[config.mk]
export PLATFORM = sky130hd
export DESIGN_NAME = rci_reset_ctrl
export DESIGN_NICKNAME = d
export VERILOG_FILES = /design/src/hdl/rci_pkg.sv /design/src/hdl/rci_reset_ctrl.sv
export SDC_FILE = /design/constraint.sdc
export NUM_CORES = 1
export LEC_CHECK = 0
export BUFFER_PORTS_ARGS = -buffer_cell sky130_fd_sc_hd__buf_2
export CAP_MARGIN = 20
export CORE_UTILIZATION = 35
export DETAILED_ROUTE_END_ITERATION = 10
export SYNTH_ARGS = -nofsm -noshare
export SYNTH_HDL_FRONTEND = slang
export SYNTH_SLANG_ARGS = --single-unit
export TNS_END_PERCENT = 20
[constraint.sdc]
create_clock -name clk_sys -period 6.75 [get_ports clk_sys]
set_input_delay 2.025 -clock clk_sys [delete_from_list [all_inputs] [get_ports clk_sys]]
set_output_delay 2.025 -clock clk_sys [all_outputs]
set_load 0.02 [all_outputs]
[src/hdl/rci_pkg.sv]
// constants for the reset and initialisation controller
// assumes one system clock and an axi4-lite register bus
package rci_pkg;
    localparam int unsigned CLK_HZ            = 10_000_000;
    localparam int unsigned LV_QUALIFY_NS     = 1000;   // low_voltage_qualify_time
    localparam int unsigned SW_RESET_DELAY_NS = 2000;   // software_reset_delay
    localparam int unsigned RESET_PULSE_NS    = 400;
    localparam int unsigned LV_QUALIFY_CYC =
        (LV_QUALIFY_NS * (CLK_HZ / 1_000_000) + 999) / 1000;
    localparam int unsigned SW_RESET_CYC =
        (SW_RESET_DELAY_NS * (CLK_HZ / 1_000_000) + 999) / 1000;
    localparam int unsigned RESET_PULSE_CYC =
        (RESET_PULSE_NS * (CLK_HZ / 1_000_000) + 999) / 1000;
    localparam int unsigned CNT_W = 8;

    // register byte offsets
    localparam logic [7:0] REG_FLAGS   = 8'h00;  // reset_cause_flags
    localparam logic [7:0] REG_WDCTL   = 8'h04;  // watchdog_control_register
    localparam logic [7:0] REG_STATUS  = 8'h08;  // timeout / power-down / cause
    localparam logic [7:0] REG_IRQ_ST  = 8'h0C;
    localparam logic [7:0] REG_IRQ_MSK = 8'h10;
    localparam logic [7:0] REG_MODE    = 8'h14;  // cpu mode: 0 run, 1 sleep/idle

    // field positions
    localparam int unsigned FLG_WDCFG = 0;
    localparam int unsigned FLG_LV    = 2;
    localparam int unsigned ST_TO     = 0;
    localparam int unsigned ST_PD     = 1;
    localparam int unsigned EN_LSB    = 3;

    localparam logic [7:0] WDCTL_RESET = 8'h53;
    localparam logic [4:0] WD_EN_A     = 5'h0A;
    localparam logic [4:0] WD_EN_B     = 5'h15;
    localparam logic [7:0] PORT_RESET  = 8'hFF;
    localparam logic [7:0] SP_TOP      = 8'h00;
    localparam logic [15:0] PC_RESET   = 16'h0000;

    typedef enum logic [2:0] {
        RCI_CAUSE_NONE, RCI_CAUSE_POR, RCI_CAUSE_LV, RCI_CAUSE_WD_RUN, RCI_CAUSE_WD_SLEEP,
        RCI_CAUSE_WD_CFG
    } rci_cause_t;

    typedef enum logic [1:0] { RCI_IDLE, RCI_HOLD } rci_state_t;
endpackage : rci_pkg

[src/hdl/rci_reset_ctrl.sv]
// reset and initialisation controller: combines power-on, qualified low-voltage,
// watchdog time-out and watchdog configuration resets into core reset outputs.
// assumes rst is the power-on reset, inputs are synchronous to clk_sys.
module rci_reset_ctrl
    import rci_pkg::*;
(
    input  wire logic        clk_sys,        // system clock
    input  wire logic        rst,            // power-on reset, async high
    input  wire logic        supply_low,     // low-supply indication from monitor
    input  wire logic        wd_timeout,     // watchdog overflow pulse
    input  wire logic        halt_enter,     // halt executed: power-down set pulse
    input  wire logic        wd_clear,       // clear-watchdog instruction pulse
    output logic             core_reset,     // full reset to core and peripherals
    output logic             pc_sp_reset,    // program counter and stack pointer reset
    output logic [15:0]      pc_init,        // program counter load value
    output logic [7:0]       sp_init,        // stack pointer load value
    output logic [7:0]       port_init,      // port data/direction preset
    output logic             int_disable,    // all interrupt enables cleared
    output logic             timers_off,     // timer modules switched off
    output logic             wd_tb_clear,    // watchdog and time-base counters clear
    output logic [4:0]       wd_enable_field,// current watchdog enable code
    output logic [2:0]       wd_period_sel,  // watchdog period select
    output logic             irq,            // interrupt, high while unmasked event set
    input  wire logic [7:0]  s_axi_awaddr,   // write address
    input  wire logic        s_axi_awvalid,  // write address valid
    output logic             s_axi_awready,  // write address ready
    input  wire logic [31:0] s_axi_wdata,    // write data
    input  wire logic [3:0]  s_axi_wstrb,    // write strobes
    input  wire logic        s_axi_wvalid,   // write data valid
    output logic             s_axi_wready,   // write data ready
    output logic [1:0]       s_axi_bresp,    // write response
    output logic             s_axi_bvalid,   // write response valid
    input  wire logic        s_axi_bready,   // write response ready
    input  wire logic [7:0]  s_axi_araddr,   // read address
    input  wire logic        s_axi_arvalid,  // read address valid
    output logic             s_axi_arready,  // read address ready
    output logic [31:0]      s_axi_rdata,    // read data
    output logic [1:0]       s_axi_rresp,    // read response
    output logic             s_axi_rvalid,   // read data valid
    input  wire logic        s_axi_rready    // read data ready
);
    localparam logic [1:0] RESP_OK  = 2'b00;
    localparam logic [1:0] RESP_ERR = 2'b10;

    // bus state: one write and one read in flight at most
    logic        aw_have_q;
    logic        aw_have_d;
    logic        w_have_q;
    logic        w_have_d;
    logic        bvalid_q;
    logic        bvalid_d;
    logic [7:0]  awaddr_q;
    logic [7:0]  awaddr_d;
    logic [31:0] wdata_q;
    logic [31:0] wdata_d;
    logic        wstrb0_q;          // only byte lane 0 carries register bits
    logic        wstrb0_d;
    logic [1:0]  bresp_q;
    logic [1:0]  bresp_d;
    logic [1:0]  rresp_q;
    logic [1:0]  rresp_d;
    logic        rvalid_q;
    logic        rvalid_d;
    logic [31:0] rdata_q;
    logic [31:0] rdata_d;

    // controller state
    logic        flag_lv_q;         // low_voltage_reset_flag
    logic        flag_lv_d;
    logic        flag_cfg_q;        // watchdog_config_reset_flag
    logic        flag_cfg_d;
    logic        to_q;              // watchdog_timeout_flag
    logic        to_d;
    logic        pd_q;              // power_down_flag
    logic        pd_d;
    logic [7:0]  wdctl_q;           // watchdog_control_register
    logic [7:0]  wdctl_d;
    logic        sleep_q;           // sleep or idle: low-voltage detection parked
    logic        sleep_d;
    logic [CNT_W-1:0] lv_cnt_q;     // consecutive low-supply cycles, saturating
    logic [CNT_W-1:0] lv_cnt_d;
    logic [CNT_W-1:0] cfg_cnt_q;    // software_reset_delay count
    logic [CNT_W-1:0] cfg_cnt_d;
    logic [CNT_W-1:0] hold_cnt_q;   // remaining full-reset hold cycles
    logic [CNT_W-1:0] hold_cnt_d;
    logic        cfg_pend_q;
    logic        cfg_pend_d;
    rci_state_t  state_q, state_d;
    rci_cause_t  cause_q, cause_d;
    logic [3:0]  ist_q;
    logic [3:0]  ist_d;
    logic [3:0]  imsk_q;
    logic [3:0]  imsk_d;
    logic        wd_sleep_q;        // one-cycle marker of a sleep watchdog wake

    // decoded events of the current cycle
    logic wr_fire;
    logic lv_qualified;
    logic cfg_fire;
    logic wd_run;
    logic wd_sleep;
    logic start_full;
    logic [7:0] rd_byte;
    logic rd_ok;

    assign wr_fire = aw_have_q && w_have_q && !bvalid_q;
    assign s_axi_awready = !aw_have_q && !bvalid_q;
    assign s_axi_wready  = !w_have_q && !bvalid_q;
    assign s_axi_arready = !rvalid_q;
    assign s_axi_bvalid  = bvalid_q;
    assign s_axi_bresp   = bresp_q;
    assign s_axi_rvalid  = rvalid_q;
    assign s_axi_rresp   = rresp_q;
    assign s_axi_rdata   = rdata_q;

    // low voltage must persist; sleep disarms it, run modes keep it armed
    assign lv_qualified = !sleep_q && (lv_cnt_q == CNT_W'(LV_QUALIFY_CYC));
    assign cfg_fire     = cfg_pend_q && (cfg_cnt_q == CNT_W'(SW_RESET_CYC));
    assign wd_run       = wd_timeout && !sleep_q;
    assign wd_sleep     = wd_timeout && sleep_q;
    assign start_full   = lv_qualified || cfg_fire || wd_run;

    always_comb begin
        rd_ok = 1'b1;
        unique case (s_axi_araddr)
            REG_FLAGS:   rd_byte = {5'b0, flag_lv_q, 1'b0, flag_cfg_q};
            REG_WDCTL:   rd_byte = wdctl_q;
            REG_STATUS:  rd_byte = {3'b0, cause_q, pd_q, to_q};
            REG_IRQ_ST:  rd_byte = {4'b0, ist_q};
            REG_IRQ_MSK: rd_byte = {4'b0, imsk_q};
            REG_MODE:    rd_byte = {7'b0, sleep_q};
            default: begin
                rd_byte = 8'h00;
                rd_ok   = 1'b0;
            end
        endcase
    end

    always_comb begin
        aw_have_d = aw_have_q;
        w_have_d  = w_have_q;
        awaddr_d  = awaddr_q;
        wdata_d   = wdata_q;
        wstrb0_d  = wstrb0_q;
        bvalid_d  = bvalid_q;
        bresp_d   = bresp_q;
        rvalid_d  = rvalid_q;
        rresp_d   = rresp_q;
        rdata_d   = rdata_q;
        if (s_axi_awvalid && s_axi_awready) begin
            aw_have_d = 1'b1;
            awaddr_d  = s_axi_awaddr;
        end
        if (s_axi_wvalid && s_axi_wready) begin
            w_have_d = 1'b1;
            wdata_d  = s_axi_wdata;
            wstrb0_d = s_axi_wstrb[0];
        end
        if (wr_fire) begin
            aw_have_d = 1'b0;
            w_have_d  = 1'b0;
            bvalid_d  = 1'b1;
            bresp_d   = (awaddr_q <= REG_MODE && awaddr_q[1:0] == 2'b00) ? RESP_OK : RESP_ERR;
        end
        if (bvalid_q && s_axi_bready) begin
            bvalid_d = 1'b0;
        end
        if (s_axi_arvalid && s_axi_arready) begin
            rvalid_d = 1'b1;
            rdata_d  = {24'h0, rd_byte};
            rresp_d  = rd_ok ? RESP_OK : RESP_ERR;
        end else if (rvalid_q && s_axi_rready) begin
            rvalid_d = 1'b0;
        end
    end

    always_comb begin
        logic wr_b;
        wr_b = wr_fire && wstrb0_q;
        flag_lv_d  = flag_lv_q;
        flag_cfg_d = flag_cfg_q;
        to_d       = to_q;
        pd_d       = pd_q;
        wdctl_d    = wdctl_q;
        sleep_d    = sleep_q;
        cfg_pend_d = cfg_pend_q;
        cfg_cnt_d  = cfg_cnt_q;
        hold_cnt_d = hold_cnt_q;
        state_d    = state_q;
        cause_d    = cause_q;
        imsk_d     = imsk_q;
        ist_d      = ist_q;
        lv_cnt_d   = (supply_low && !sleep_q && state_q == RCI_IDLE) ?
                     ((lv_cnt_q == CNT_W'(LV_QUALIFY_CYC)) ? lv_cnt_q : lv_cnt_q + 1'b1)
                     : '0;
        // software writes first so hardware sets below win over clears
        if (wr_b) begin
            unique case (awaddr_q)
                REG_FLAGS: begin
                    if (wdata_q[FLG_LV])    flag_lv_d  = 1'b0;
                    if (wdata_q[FLG_WDCFG]) flag_cfg_d = 1'b0;
                end
                REG_WDCTL: begin
                    wdctl_d = wdata_q[7:0];
                    if (wdata_q[7:EN_LSB] != WD_EN_A && wdata_q[7:EN_LSB] != WD_EN_B
                        && !cfg_pend_q) begin
                        cfg_pend_d = 1'b1;
                        cfg_cnt_d  = '0;
                    end
                end
                REG_STATUS: begin
                    if (wdata_q[ST_TO]) to_d = 1'b0;
                    if (wdata_q[ST_PD]) pd_d = 1'b0;
                end
                REG_IRQ_ST:  ist_d  = ist_q & ~wdata_q[3:0];
                REG_IRQ_MSK: imsk_d = wdata_q[3:0];
                REG_MODE:    sleep_d = wdata_q[0];
                default: ;
            endcase
        end
        if (halt_enter) begin
            pd_d    = 1'b1;
            sleep_d = 1'b1;
        end
        if (wd_clear) begin
            to_d = 1'b0;
            pd_d = 1'b0;
        end
        if (cfg_pend_q && !cfg_fire) cfg_cnt_d = cfg_cnt_q + 1'b1;
        if (state_q == RCI_HOLD) begin
            hold_cnt_d = hold_cnt_q - 1'b1;
            if (hold_cnt_q == CNT_W'(1)) state_d = RCI_IDLE;
        end
        // priority: low-voltage over watchdog sources
        if (start_full) begin
            state_d    = RCI_HOLD;
            hold_cnt_d = CNT_W'(RESET_PULSE_CYC);
            wdctl_d    = WDCTL_RESET;
            cfg_pend_d = 1'b0;
            sleep_d    = 1'b0;
            if (lv_qualified) begin
                flag_lv_d = 1'b1;
                cause_d   = RCI_CAUSE_LV;
                ist_d[0]  = 1'b1;
            end else if (cfg_fire) begin
                flag_cfg_d = 1'b1;
                cause_d    = RCI_CAUSE_WD_CFG;
                ist_d[1]   = 1'b1;
            end else begin
                to_d     = 1'b1;
                cause_d  = RCI_CAUSE_WD_RUN;
                ist_d[2] = 1'b1;
            end
        end else if (wd_sleep) begin
            to_d     = 1'b1;
            pd_d     = 1'b1;
            sleep_d  = 1'b0;
            cause_d  = RCI_CAUSE_WD_SLEEP;
            ist_d[3] = 1'b1;
        end
    end

    always_ff @(posedge clk_sys or posedge rst) begin
        if (rst) begin
            aw_have_q <= 1'b0;
            w_have_q  <= 1'b0;
            awaddr_q  <= '0;
            wdata_q   <= '0;
            wstrb0_q  <= 1'b0;
            bvalid_q  <= 1'b0;
            bresp_q   <= RESP_OK;
            rvalid_q  <= 1'b0;
            rresp_q   <= RESP_OK;
            rdata_q   <= '0;
            flag_lv_q  <= 1'b0;
            flag_cfg_q <= 1'b0;
            to_q       <= 1'b0;
            pd_q       <= 1'b0;
            wdctl_q    <= WDCTL_RESET;
            sleep_q    <= 1'b0;
            lv_cnt_q   <= '0;
            cfg_cnt_q  <= '0;
            cfg_pend_q <= 1'b0;
            hold_cnt_q <= CNT_W'(RESET_PULSE_CYC);
            state_q    <= RCI_HOLD;          // power-on outranks every source
            cause_q    <= RCI_CAUSE_POR;
            ist_q      <= '0;
            imsk_q     <= '0;
        end else begin
            aw_have_q <= aw_have_d;
            w_have_q  <= w_have_d;
            awaddr_q  <= awaddr_d;
            wdata_q   <= wdata_d;
            wstrb0_q  <= wstrb0_d;
            bvalid_q  <= bvalid_d;
            bresp_q   <= bresp_d;
            rvalid_q  <= rvalid_d;
            rresp_q   <= rresp_d;
            rdata_q   <= rdata_d;
            flag_lv_q  <= flag_lv_d;
            flag_cfg_q <= flag_cfg_d;
            to_q       <= to_d;
            pd_q       <= pd_d;
            wdctl_q    <= wdctl_d;
            sleep_q    <= sleep_d;
            lv_cnt_q   <= lv_cnt_d;
            cfg_cnt_q  <= cfg_cnt_d;
            cfg_pend_q <= cfg_pend_d;
            hold_cnt_q <= hold_cnt_d;
            state_q    <= state_d;
            cause_q    <= cause_d;
            ist_q      <= ist_d;
            imsk_q     <= imsk_d;
        end
    end

    // full reset held as a pulse; sleep watchdog touches only pc, sp and the watchdog/time-base clear
    assign core_reset  = rst || (state_q == RCI_HOLD);
    assign pc_sp_reset = core_reset || (cause_q == RCI_CAUSE_WD_SLEEP && ist_q[3]
                         && wd_sleep_q);
    assign pc_init     = PC_RESET;
    assign sp_init     = SP_TOP;
    assign port_init   = PORT_RESET;
    assign int_disable = core_reset;
    assign timers_off  = core_reset;
    assign wd_tb_clear = core_reset || pc_sp_reset; // released at once so counting resumes
    assign wd_enable_field = wdctl_q[7:EN_LSB];
    assign wd_period_sel   = wdctl_q[EN_LSB-1:0];
    assign irq = |(ist_q & imsk_q);

    // a full reset in the same cycle already covers pc and sp,
    // so the wake marker is only raised when no full reset starts
    always_ff @(posedge clk_sys or posedge rst) begin
        if (rst) begin
            wd_sleep_q <= 1'b0;
        end else begin
            wd_sleep_q <= wd_sleep && !start_full;
        end
    end
endmodule : rci_reset_ctrl

==> impl_metrics.tcl <==
set metrics [dict create \
    outcome "finished, final reports clean" \
    p_leak_nw 2.30 \
    slew_viol_final 0 \
    wl_um 8660 \
    clock_latency_ps 340 \
    synth_seq_cells 82 \
    overflow 0 \
    startpoint "rst" \
    synth-edff-count 0 \
    diodes 0 \
    required_ps 4720 \
    fin_crit_sh_pct 70.7 \
    worstHoldPathType "register to register" \
    reg2regPathDepth 7 \
    cp-end-kind "primary output" \
    cp-start-kind "input pin" \
    ys_seq_area_share_pct 47.6 \
    synthArstFlopShare_pct 100 \
    grt_start_max_net_pins 58 \
    dp_slack_ps 1970 \
    worst-endpoint-arrival_ps 2750 \
    worstHoldPathCells 2 \
    post_cts_buffers 0 \
    die_w_um 113 \
    skew_ps 6.20 \
    rsz0062_at_grt "false" \
    synth_cells 418 \
    cts_hold_buf 0 \
    vdd_drop_max_mv 0.241 \
    gp_congestion 0.805 \
    min-delay-start "s_axi_rdata[4]" \
    drv_cap 0 \
    worst-setup-path-type "input pin to primary output" \
    cts_root_buffer "clkbuf_16" \
    finalCriticalPeriod_ps 4770 \
    grt_pass1_wl_um 14400 \
    wl_per_cell_um 13.7 \
    worst_pin_slew_ps 753 \
    placementRows 40 \
    synth-main-ff-cell "dfrtp_1" \
    grt_use_met1_pct 19.1 \
    drt_first_pass_iters 4 \
    max_freq_mhz 210 \
    ioPinCount 150 \
    final_net_count 547 \
    postSynthAreaPerCell_um2 10.3 \
    drive_gt1_share_pct 24.8 \
    antenna_left 0 \
    syn-cell-area_um2 4330 \
    slew_headroom_pct 49.7 \
    crit_path_max_fanout 4 \
    path_clk_slew_ps 60 \
    hpwl_um 6570 \
    synth_cell_types 56 \
    r2r-start "cfg_cnt_q[0]" \
    grtUsageMet3_pct 4.23 \
    grt_pass1_vias 2856 \
    gr-usage-met2_pct 23.9 \
    worst_slack_ps 1980 \
    drc_errors 0 \
    die_y_um 113 \
    vias_per_cell 4.74 \
    cts_tree "yes" \
    clockBufferDepth 2 \
    num_vias 2988 \
    grt-busiest-layer "met2" \
    start_util_pct 36.0 \
    die_area_um2 12800 \
    synth_warnings 0 \
    cts.sinks 82 \
    antenna_found_initial 0 \
    portBuffers 64 \
    grt_usage_pct 14.6 \
    area_delta_synth_final_pct 11.0 \
    p_per_area_nw_per_um2 318 \
    ctsResizeCount 0 \
    cts_inserted_buffers 9 \
    setup_violations 0 \
    ctsHtreeMaxLevel 3 \
    drtIter0Drc 102 \
    finalSetupTns_ps 0 \
    fin_hold_ws_ps 503 \
    finalHoldViolCount 0 \
    core_um2 12000 \
]
cells by family after synthesis:
kind of cell / count (synthesis) / synth area share (%)
xor gates and xnor gates: 14 / 2.83
AOI/OAI and AO/OA: 58 / 9.20
buffers and inverters: 85 / 13.2
adders and majority gates: 6 / 1.74
other: 2 / 0.174
DFF: 82 / 47.6
muxes: 36 / 9.26
and+or+nand+nor: 135 / 16.0
layout by cell type (no fill, tap or decap), types with 10 or more instances in the layout:
cell type / n
buf_2: 64
conb_1: 58
dfrtp_1: 75
inv_1: 12
mux2_2: 22
mux2i_1: 13
nand2_1: 42
nand3_1: 10
nor2_1: 34
o21ai_0: 12
Yosys cell counts (3+ instances only):
library cell | n | area (µm²)
a21o_1 | 5 | 37.5
a21oi_1 | 8 | 40.0
a22o_1 | 3 | 26.3
a22oi_1 | 4 | 30.0
a31oi_1 | 3 | 18.8
and3_1 | 7 | 43.8
buf_2 | 5 | 25.0
buf_4 | 61 | 458
clkbuf_1 | 4 | 15.0
dfrtp_1 | 75 | 1880
dfstp_2 | 7 | 184
ha_1 | 6 | 75.1
inv_1 | 13 | 48.8
mux2_2 | 22 | 248
mux2i_1 | 13 | 130
nand2_1 | 42 | 158
nand2b_1 | 5 | 31.3
nand3_1 | 10 | 50.1
nand3b_1 | 3 | 22.5
nand4_1 | 6 | 37.5
nor2_1 | 34 | 128
nor2b_1 | 3 | 18.8
nor3_1 | 4 | 20.0
nor3b_1 | 3 | 22.5
o21a_1 | 4 | 30.0
o21ai_0 | 12 | 60.1
o2bb2ai_1 | 4 | 35.0
or2_2 | 4 | 25.0
xnor2_1 | 5 | 43.8
xor2_1 | 9 | 78.8
flip-flops by register name, summed over array words and instances, names as in the netlist, 4 cells and up:
register	flops
awaddr_q	8
cfg_cnt_q	8
hold_cnt_q	8
imsk_q	4
ist_q	4
lv_cnt_q	8
s_axi_rdata	8
wdata_q	8
wdctl_q	8
metal layers:
metal	share of wire, %	vias up
met2	49	96
met3	4.8	4
met5	0	-
li1	-	1438
met4	0.72	0
met1	46	1450
metrics by stage:
step / total power (W) / instance area (µm²) / std cells / utilization (%)
6_report: 0.00153 / 4800 / 630 / 40.0
5_1_grt: 0.00163 / 4800 / 630 / 40.0
4_1_cts: 0.00155 / 4800 / 630 / 40.0
3_5_place_dp: 0.00109 / 4530 / 614 / 37.7
3_3_place_gp: 0.00107 / 4530 / 614 / 37.7
2_1_floorplan: 0.00101 / 4540 / 474 / -
worst paths after layout:
| path | slack, ps | end |
|---|---|---|
| max in group asynchronous | 3900 | wdctl_q[5] |
| min in group asynchronous | 1740 | lv_cnt_q[2] |
| worst min-delay path | 500 | s_axi_rdata[4] |
| worst max-delay path | 1980 | pc_sp_reset |
| worst max register to register | 4620 | hold_cnt_q[4] |
| worst min register to register | 500 | s_axi_rdata[4] |
critical path, stage by stage:
cell and delay (ps):
buf_2 110, or2_2 290, a21o_1 170, buf_2 150
final cells by class:
class | instances | area, µm²
clock inverter | 4 | 27.5
timing repair buffer | 65 | 328
tap | 147 | 184
clock buffer | 12 | 246
inverter | 13 | 48.8
fill | 1198 | 7210
sequential | 82 | 2060
multi-input combinational | 307 | 1910
where the power goes:
group | total [W] | switching [W] | internal [W]
Combinational | 0.000366 | 0.000201 | 0.000165
Clock | 0.000450 | 0.000191 | 0.000259
Sequential | 0.000713 | 0.000113 | 0.000600
Total | 0.00153 | 0.000505 | 0.00102
Power figures use the tool's default switching activity.
